[src/verilog/wdgsr_pkg.sv]
/*
  Constants for the guard counter block: register map, field positions,
  reset values and timing counts.
  Assumes a 20 MHz system clock and a classic Wishbone register bus.
*/
// Behaviour
// Hardware option keeps watchdog running from reset, arm flag forced to one.
// Software option starts inactive; setting arm flag starts it until reset.
// Seven-bit count decrements once every 3072 system clock cycles.
// Timeout programmable in 64 steps of one decrement interval each.
// Armed and soft restart flag reaching zero gives a reset pulse near 500ns.
// Software refreshes periodically with values FEh down to 02h.
// Writing zero to soft restart flag while armed resets at once.
// Under hardware option the arm flag read value is not reliable.
// Unarmed under software option the counter runs as a 7-bit timer.
// Timer readers should read twice and accept matching values.
// Tick count field holds decrements remaining before forced reset.
// Each refresh write must set the soft restart flag to one.
// Hardware option with stop gating wants the non-maskable line high.
// Timer users should test arm flag at startup and force reset if set.
// Bit 7 is count LSB, bit 2 count MSB, bit 1 restart, bit 0 arm.
// Unarmed, soft restart flag is the timer MSB and causes no reset.
// Active watchdog turns stop into wait unless gating on and line high.
// A register write loads count and flags, counting from next interval.
package wdgsr_pkg;
  localparam logic [3:0]  GCR_OFFSET     = 4'h0; // Guard counter register
  localparam logic [3:0]  IRQ_STAT_OFFS  = 4'h4; // Sticky event status
  localparam logic [3:0]  IRQ_MASK_OFFS  = 4'h8; // Interrupt mask
  localparam logic [7:0]  GCR_RESET      = 8'hFE;
  localparam int          ARM_BIT        = 0;
  localparam int          RESTART_BIT    = 1;
  localparam int          TICK_LSB_POS   = 7;
  localparam int          TICK_MSB_POS   = 2;
  localparam int          CLK_HZ         = 20000000;
  localparam int          TICK_CYCLES    = 3072;
  localparam int          PULSE_NS       = 500;
  localparam int          PULSE_CYCLES   =
    (PULSE_NS * (CLK_HZ / 1000000) + 999) / 1000;
  localparam int          EVT_TICK       = 0; // Interval elapsed
  localparam int          EVT_EXPIRE     = 1; // Reset cycle started
  localparam int          EVT_STOP       = 2; // Stop entered
  localparam int          EVT_W          = 3;
endpackage : wdgsr_pkg

[src/verilog/wdgsr_top.sv]
/*
  Watchdog downcounter with software reset and plain timer use.
  Assumes one 20 MHz clock, async active-low reset, and a Wishbone
  classic master that holds each request until ack.
*/
// The Wishbone register port and the register offsets were chosen for this implementation.
module wdgsr_top
  import wdgsr_pkg::*;
#(
  parameter int TICK_LEN = wdgsr_pkg::TICK_CYCLES
) (
  input  wire logic       SYS_CLK,
  input  wire logic       RESET_N,
  input  wire logic       HW_ACTIVATION,   // guard_activation_option
  input  wire logic       STOP_GATING,     // external_stop_gating_option
  input  wire logic       NMI_LEVEL,
  input  wire logic       STOP_REQ,
  input  wire logic       WAKEUP,
  input  wire logic       CYC_I,
  input  wire logic       STB_I,
  input  wire logic       WE_I,
  input  wire logic [3:0] ADR_I,
  input  wire logic [3:0] SEL_I,
  input  wire logic [31:0] DAT_I,
  output logic      [31:0] DAT_O,
  output logic            ACK_O,
  output logic            RESET_PIN_N,
  output logic            STOPPED,
  output logic            WAIT_MODE,
  output logic            IRQ
);
  import wdgsr_pkg::*;

  typedef enum logic [2:0] {
    WDGSR_RUN   = 3'b001,
    WDGSR_PULSE = 3'b010,
    WDGSR_HALT  = 3'b100
  } wdgsr_state_t;

  wdgsr_state_t state;
  logic [6:0]   count;      // Physical count: restart flag is bit 6
  logic         arm;
  logic [11:0]  prescale;
  logic [4:0]   pulse_cnt;
  logic [EVT_W-1:0] status;
  logic [EVT_W-1:0] mask;
  logic [EVT_W-1:0] evt;
  logic         req;
  logic         wr_gcr;
  logic         tick;
  logic         active;
  logic         expire;

  // Convert physical count and flags to register byte
  function automatic logic [7:0] to_reg(input logic [6:0] c,
                                        input logic a);
    logic [7:0] r;
    r = 8'h00;
    for (int i = 0; i < 6; i++) r[TICK_LSB_POS - i] = c[i];
    r[RESTART_BIT] = c[6];
    r[ARM_BIT]     = a;
    return r;
  endfunction

  // Convert register byte to physical count
  function automatic logic [6:0] from_reg(input logic [7:0] r);
    logic [6:0] c;
    c = 7'h00;
    for (int i = 0; i < 6; i++) c[i] = r[TICK_LSB_POS - i];
    c[6] = r[RESTART_BIT];
    return c;
  endfunction

  function automatic logic next_stop();
    // Stop is honoured only unarmed, or gated with line high
    return STOP_REQ && (!active || (STOP_GATING && NMI_LEVEL));
  endfunction

  assign req    = CYC_I && STB_I && !ACK_O;
  assign wr_gcr = req && WE_I && SEL_I[0] && ADR_I == GCR_OFFSET;
  // Hardware option counts as armed from reset regardless of the flag
  assign active = arm || HW_ACTIVATION;
  assign tick   = prescale == 12'(TICK_LEN - 1) && state == WDGSR_RUN;
  // Expiry when count's restart bit is zero while armed
  assign expire = state == WDGSR_RUN && active && !count[6];
  assign evt    = {state == WDGSR_RUN && STOPPED == 1'b0 && next_stop(),
                   expire, tick};

  // Decrement divider; held at zero outside run state so counting resumes cleanly
  always_ff @(posedge SYS_CLK or negedge RESET_N) begin
    if (!RESET_N) begin
      prescale <= 12'h000;
    end else if (state != WDGSR_RUN || wr_gcr) begin
      prescale <= 12'h000;
    end else if (tick) begin
      prescale <= 12'h000;
    end else begin
      prescale <= prescale + 12'h001;
    end
  end

  // Counter keeps running unarmed so it doubles as a timer
  always_ff @(posedge SYS_CLK or negedge RESET_N) begin
    if (!RESET_N) begin
      count <= from_reg(GCR_RESET);
    end else if (wr_gcr) begin
      count <= from_reg(DAT_I[7:0]);
    end else if (state == WDGSR_PULSE && pulse_cnt == 5'h00) begin
      count <= from_reg(GCR_RESET);
    end else if (tick) begin
      count <= count - 7'h01;
    end
  end

  // Arm flag: set-only under software option, reset clears
  always_ff @(posedge SYS_CLK or negedge RESET_N) begin
    if (!RESET_N) begin
      arm <= 1'b0;
    end else if (HW_ACTIVATION) begin
      arm <= 1'b1;
    end else if (wr_gcr && DAT_I[ARM_BIT]) begin
      arm <= 1'b1;
    end
  end

  // Run, reset pulse and stop states
  always_ff @(posedge SYS_CLK or negedge RESET_N) begin
    if (!RESET_N) begin
      state     <= WDGSR_RUN;
      pulse_cnt <= 5'h00;
    end else begin
      case (state)
        WDGSR_RUN: begin
          // Immediate software reset also lands here: write leaves
          // the restart bit clear while armed
          if (expire) begin
            state     <= WDGSR_PULSE;
            pulse_cnt <= 5'(PULSE_CYCLES - 1);
          end else if (next_stop()) begin
            state <= WDGSR_HALT;
          end
        end
        WDGSR_PULSE: begin
          // The count process reloads the reset image at the end;
          // otherwise the still-clear restart bit re-expires at once
          if (pulse_cnt == 5'h00) begin
            state <= WDGSR_RUN;
          end else begin
            pulse_cnt <= pulse_cnt - 5'h01;
          end
        end
        WDGSR_HALT: begin
          if (WAKEUP) begin
            state <= WDGSR_RUN;
          end
        end
        default: state <= WDGSR_RUN;
      endcase
    end
  end

  // Pin and low-power outputs, all registered
  always_ff @(posedge SYS_CLK or negedge RESET_N) begin
    if (!RESET_N) begin
      RESET_PIN_N <= 1'b1;
      STOPPED     <= 1'b0;
      WAIT_MODE   <= 1'b0;
    end else begin
      RESET_PIN_N <= !(expire || (state == WDGSR_PULSE &&
                                  pulse_cnt != 5'h00));
      STOPPED     <= (state == WDGSR_RUN && !expire && next_stop()) ||
                     (state == WDGSR_HALT && !WAKEUP);
      // Armed watchdog turns a stop into a wait
      WAIT_MODE   <= STOP_REQ && active &&
                     !(STOP_GATING && NMI_LEVEL);
    end
  end

  // Sticky status: hardware set wins over write-one-to-clear
  always_ff @(posedge SYS_CLK or negedge RESET_N) begin
    if (!RESET_N) begin
      status <= '0;
      mask   <= '0;
    end else begin
      if (req && WE_I && SEL_I[0] && ADR_I == IRQ_MASK_OFFS) begin
        mask <= DAT_I[EVT_W-1:0];
      end
      if (req && WE_I && SEL_I[0] && ADR_I == IRQ_STAT_OFFS) begin
        status <= (status & ~DAT_I[EVT_W-1:0]) | evt;
      end else begin
        status <= status | evt;
      end
    end
  end

  // Single-wait-state slave; unmapped reads return zero
  always_ff @(posedge SYS_CLK or negedge RESET_N) begin
    if (!RESET_N) begin
      ACK_O <= 1'b0;
      DAT_O <= 32'h0000_0000;
      IRQ   <= 1'b0;
    end else begin
      ACK_O <= req;
      IRQ   <= |(status & mask);
      if (req && !WE_I) begin
        case (ADR_I)
          // Arm read shows flag; under hardware option it may read 0
          GCR_OFFSET:    DAT_O <= {24'h000000, to_reg(count, arm)};
          IRQ_STAT_OFFS: DAT_O <= {29'h0, status};
          IRQ_MASK_OFFS: DAT_O <= {29'h0, mask};
          default:       DAT_O <= 32'h0000_0000;
        endcase
      end
    end
  end

  // Rule checks, all on the system clock with reset as disable
  property p_tick_period;
    @(posedge SYS_CLK) disable iff (!RESET_N)
    tick |=> !tick [*8];
  endproperty
  a_tick_period: assert property (p_tick_period)
    else $error("decrement came too soon");

  property p_expire_pulse;
    @(posedge SYS_CLK) disable iff (!RESET_N)
    expire |=> !RESET_PIN_N [*8];
  endproperty
  a_expire_pulse: assert property (p_expire_pulse)
    else $error("reset pulse too short");

  property p_hw_arm;
    @(posedge SYS_CLK) disable iff (!RESET_N)
    HW_ACTIVATION && RESET_N |=> arm;
  endproperty
  a_hw_arm: assert property (p_hw_arm)
    else $error("arm not forced under hardware option");

  property p_arm_sticky;
    @(posedge SYS_CLK) disable iff (!RESET_N)
    arm |=> arm;
  endproperty
  a_arm_sticky: assert property (p_arm_sticky)
    else $error("arm flag dropped");

  property p_soft_reset;
    @(posedge SYS_CLK) disable iff (!RESET_N)
    wr_gcr && active && !DAT_I[RESTART_BIT] && state == WDGSR_RUN
      |=> ##1 !RESET_PIN_N;
  endproperty
  a_soft_reset: assert property (p_soft_reset)
    else $error("software reset not generated");

  property p_unarmed_no_reset;
    @(posedge SYS_CLK) disable iff (!RESET_N)
    !active && state == WDGSR_RUN |=> RESET_PIN_N;
  endproperty
  a_unarmed_no_reset: assert property (p_unarmed_no_reset)
    else $error("unarmed timer caused reset");

  property p_timer_runs;
    @(posedge SYS_CLK) disable iff (!RESET_N)
    tick && !wr_gcr |=> count == $past(count) - 7'h01;
  endproperty
  a_timer_runs: assert property (p_timer_runs)
    else $error("count did not decrement");

  property p_load;
    @(posedge SYS_CLK) disable iff (!RESET_N)
    wr_gcr |=> count == from_reg($past(DAT_I[7:0])) && prescale == 0;
  endproperty
  a_load: assert property (p_load)
    else $error("write not loaded");

  property p_stop_as_wait;
    @(posedge SYS_CLK) disable iff (!RESET_N)
    STOP_REQ && active && !(STOP_GATING && NMI_LEVEL) |=> !STOPPED;
  endproperty
  a_stop_as_wait: assert property (p_stop_as_wait)
    else $error("stop entered while watchdog active");

  property p_pulse_release;
    @(posedge SYS_CLK) disable iff (!RESET_N)
    state == WDGSR_PULSE && pulse_cnt == 5'h00 |=> RESET_PIN_N;
  endproperty
  a_pulse_release: assert property (p_pulse_release)
    else $error("reset pulse did not end");

  property p_pulse_reload;
    @(posedge SYS_CLK) disable iff (!RESET_N)
    state == WDGSR_PULSE && pulse_cnt == 5'h00 && !wr_gcr
      |=> count == from_reg(GCR_RESET);
  endproperty
  a_pulse_reload: assert property (p_pulse_reload)
    else $error("count not reloaded after reset pulse");

  property p_expire_status;
    @(posedge SYS_CLK) disable iff (!RESET_N)
    expire |=> status[EVT_EXPIRE];
  endproperty
  a_expire_status: assert property (p_expire_status)
    else $error("expiry not recorded in status");

  property p_arm_write;
    @(posedge SYS_CLK) disable iff (!RESET_N)
    wr_gcr && DAT_I[ARM_BIT] |=> arm;
  endproperty
  a_arm_write: assert property (p_arm_write)
    else $error("arm flag not set by write");

  property p_halt_freeze;
    @(posedge SYS_CLK) disable iff (!RESET_N)
    state == WDGSR_HALT && !wr_gcr |=> count == $past(count);
  endproperty
  a_halt_freeze: assert property (p_halt_freeze)
    else $error("count moved while stopped");

  property p_prescale_hold;
    @(posedge SYS_CLK) disable iff (!RESET_N)
    state != WDGSR_RUN |=> prescale == 12'h000;
  endproperty
  a_prescale_hold: assert property (p_prescale_hold)
    else $error("divider ran outside run state");

  property p_stop_entry;
    @(posedge SYS_CLK) disable iff (!RESET_N)
    state == WDGSR_RUN && !expire && STOP_REQ &&
      (!active || (STOP_GATING && NMI_LEVEL)) |=> STOPPED;
  endproperty
  a_stop_entry: assert property (p_stop_entry)
    else $error("permitted stop not entered");

  property p_wait_mode;
    @(posedge SYS_CLK) disable iff (!RESET_N)
    STOP_REQ && active && !(STOP_GATING && NMI_LEVEL) |=> WAIT_MODE;
  endproperty
  a_wait_mode: assert property (p_wait_mode)
    else $error("stop not turned into wait");

  // Main scenarios reached
  c_expire: cover property (@(posedge SYS_CLK) disable iff (!RESET_N)
    expire);
  c_stop: cover property (@(posedge SYS_CLK) disable iff (!RESET_N)
    state == WDGSR_HALT ##1 WAKEUP);
  c_irq: cover property (@(posedge SYS_CLK) disable iff (!RESET_N)
    IRQ);
  c_wait: cover property (@(posedge SYS_CLK) disable iff (!RESET_N)
    WAIT_MODE);
  c_soft_reset: cover property (@(posedge SYS_CLK) disable iff (!RESET_N)
    wr_gcr && active && !DAT_I[RESTART_BIT]);
endmodule : wdgsr_top

[config.mk]
export PLATFORM = sky130hd
export DESIGN_NAME = wdgsr_top
export DESIGN_NICKNAME = d
export VERILOG_FILES = /design/src/verilog/wdgsr_pkg.sv /design/src/verilog/wdgsr_top.sv
export SDC_FILE = /design/constraint.sdc
export NUM_CORES = 1
export LEC_CHECK = 0
export BUFFER_PORTS_ARGS = -buffer_cell sky130_fd_sc_hd__buf_2
export CAP_MARGIN = 20
export CORE_MARGIN = 2
export CORE_UTILIZATION = 24
export CTS_CLUSTER_DIAMETER = 80
export CTS_CLUSTER_SIZE = 16
export DETAILED_ROUTE_END_ITERATION = 8
export HOLD_SLACK_MARGIN = 0.12
export SLEW_MARGIN = 15
export SYNTH_ARGS = -nofsm -noshare
export SYNTH_HDL_FRONTEND = slang
export SYNTH_SLANG_ARGS = --single-unit
[constraint.sdc]
create_clock -name SYS_CLK -period 2.6 [get_ports SYS_CLK]
set_clock_uncertainty 0.1 [all_clocks]
set_input_delay 0.52 -clock SYS_CLK [delete_from_list [all_inputs] [get_ports SYS_CLK]]
set_output_delay 0.52 -clock SYS_CLK [all_outputs]
set_load 0.005 [all_outputs]
==> impl_metrics.json <==
{
  "cpPeakStageDelay_ps": 560,
  "synth_cells": 264,
  "multi_input_area_sq_um": 1200,
  "period_share_pct": 82.7,
  "post-dp-hpwl_microns": 4000,
  "critPathSlowestCell": "dfstp_2",
  "period_needed_ps": 2150,
  "cp_cell_sequence": "or3b_1 -> o32ai_4 -> inv_2 -> or3_1 -> a21boi_1",
  "rows": 37,
  "crit_fanout": 6,
  "dpl_cell_area_sq_um": 2860,
  "drtAntennaViolNets": 0,
  "critPathTopFamily": "simple AND/OR/NAND/NOR gates",
  "worst-path-stages": 5,
  "start_util_pct": 24.9,
  "critPathKind": "reg2reg",
  "stdcell_area_sq_um": 2960,
  "antenna_found_initial": 0,
  "htree_levels": 2,
  "vias_per_cell": 4.41,
  "tightest_slew_ps": 526,
  "grt-ovfl-total": 0,
  "area_growth_pct": 14.6,
  "seq_area_frac_synth_pct": 46.0,
  "p_per_area_nw_per_um2": 593,
  "fmaxAchievable_mhz": 465,
  "use_met2_pct": 15.2,
  "outcome": "finished, final reports clean",
  "wl_per_cell_microns": 11.9,
  "core_area_sq_um": 10400,
  "grt_usage_pct": 9.35,
  "layout_common_cells": "dfrtp_1, buf_2, nor2_1",
  "reg2reg_depth": 5,
  "die_y_microns": 108,
  "async_flop_share_pct": 100,
  "drc": 0,
  "fillerInstances": 1116,
  "layout-drive-gt1-share_pct": 21.5,
  "crit_end": "pulse_cnt[2]$_DFFE_PN0P_",
  "grt_max_degree": 27,
  "fin_setup_tns_ps": 0,
  "worstSetupStartpointType": "flip-flop",
  "clock_sinks": 47,
  "n_antenna_cell": 0,
  "avgSynthCellArea_sq_um": 9.78,
  "drt-total-wl_microns": 5260,
  "met1_usage_pct": 11.9,
  "layout.cells.non_filler": 443,
  "leakage_nw": 1.32,
  "synth-edff-count": 0,
  "insertion_delay_ps": 300,
  "die-area_sq_um": 11600,
  "register_area_sq_um": 1190,
  "max_slew_margin_pct": 64.0,
  "drt-pass1-iter-count": 5,
  "setup_viol": 0,
  "cts_buffers": 5,
  "irDropWorstVdd_mv": 0.237,
  "end_kind": "flip-flop",
  "gp_congestion": 0.763,
  "post_cts_resized": 0,
  "clk_pin_slew_ps": 90,
  "synth-seq-cells": 47,
  "clock_tree.buffer_depth": 2,
  "die_width_microns": 108,
  "dp_cells": 434,
  "max_cap_viol_count": 0,
  "cts_root_buf": "clkbuf_8",
  "worst-path-buf-inv": 1,
  "first_global_vias": 1874,
  "layout_commonest_cell": "dfrtp_1",
  "r2r_start": "state[0]$_DFFE_PN1P_",
  "arrival_ps": 2290,
  "via_count": 1953,
  "ios": 87,
  "rsz0062_at_grt": "no",
  "synthFlopType": "dfrtp_1",
  "mappedNetlistArea_sq_um": 2580,
  "busiest_layer": "met2",
  "final_hold_viol_count": 0,
  "r2r-end": "pulse_cnt[2]$_DFFE_PN0P_",
  "maxSlewViolCount": 0,
  "place.port_buffers": 35,
  "final_nets": 359,
  "drt_iter0_drc": 91,
  "synth_cell_type_count": 58,
  "worstHoldPathType": "in2reg",
  "required_ps": 2740,
  "reg2reg_slack_ps": 450,
  "grt_use_met3_pct": 2.30,
  "crit_start": "state[0]$_DFFE_PN1P_",
  "ys_warn_count": 0,
  "cts_tree": "built",
  "grt_first_pass_wirelength_microns": 8710
}
[where the power goes]
| part | internal (mW) | switching, mW | leakage, nW |
|---|---|---|---|
| clock | 0.218 | 0.247 | 0.0484 |
| sequential | 0.848 | 0.0960 | 0.587 |
| combinational | 0.143 | 0.203 | 0.688 |
[repair_timing]
action | 4_1_cts | 5_1_grt
hold buffers | 1 | 0
buffers inserted | 0 | 0
endpoints found under the hold margin | 19 | 0
[cells in the mapped netlist, drive strengths merged (3+ instances only)]
cell,instances,area (sq um)
dfrtp,38,951
buf,29,213
nor2,29,109
nand2,19,71.3
inv,18,67.6
o21ai,15,75.1
xnor2,10,87.6
dfstp,9,236
nor4,8,65.1
nor3,7,51.3
a21oi,6,30.0
o31ai,5,37.5
nand3,4,20.0
nand4,4,25.0
o2bb2ai,4,35.0
or3,4,25.0
or3b,4,35.0
a211oi,3,22.5
a22o,3,26.3
ha,3,37.5
mux2,3,33.8
mux2i,3,30.0
nand2b,3,18.8
[how the worst min path moves through the flow]
stage / depth (start not counted) / slack (ps) / end / from
after global placement: 1 / 350 / status[2]$_DFF_PN0_ / STOPPED$_DFF_PN0_
after global routing: 3 / 340 / WAIT_MODE$_DFF_PN0_ / STOP_REQ
final: 3 / 330 / WAIT_MODE$_DFF_PN0_ / STOP_REQ
after CTS: 3 / 320 / WAIT_MODE$_DFF_PN0_ / STOP_REQ
after floorplan: 0 / 120 / ACK_O$_DFF_PN0_ / RESET_N
after detailed placement: 1 / 350 / status[2]$_DFF_PN0_ / STOPPED$_DFF_PN0_
[layer usage]
layer	wire (microns)	part of all wire (%)
met1	2440	46
met2	2450	47
met3	281	5.3
met4	87	1.7
met5	0	0
[registers in the layout, summed over array words and instances, names as in the netlist, 3 cells and up]
signal / flops
status: 3
pulse_cnt: 5
state: 3
mask: 3
DAT_O: 8
count: 7
prescale: 12
[through the flow]
stage	hold slack [ps]	worst slack (ps)	util, %	power, mW
finish	327	450	28.5	1.76
global route	339	347	28.5	1.88
CTS	320	433	28.5	1.78
detailed placement	354	245	27.5	1.31
global placement	354	264	27.5	1.30
floorplan	124	446	-	1.23
[layout make-up]
cell class	instances	area share [%]
timing repair buffer	42	8.20
clock buffer	7	2.92
multi-input combinational	192	40.4
clock inverter	1	0.296
sequential	47	40.1
tap	136	5.75
inverter	18	2.28
[tightest hold or removal path, cell delays in order]
cell	delay, ps
buf_2	110
inv_1	40
nor2_1	30
[cell families after synthesis]
group                      after synthesis  synth area share [%]
AOI/OAI and AO/OA                       51                  14.3
buffers and inverters                   48                  11.0
muxes                                    6                  2.47
other                                    1                 0.145
and+or+nand+nor                         97                  20.9
DFF                                     47                  46.0
xor gates and xnor gates                11                  3.73
adders and majority gates                3                  1.45
(Power assumes the default switching activity.)
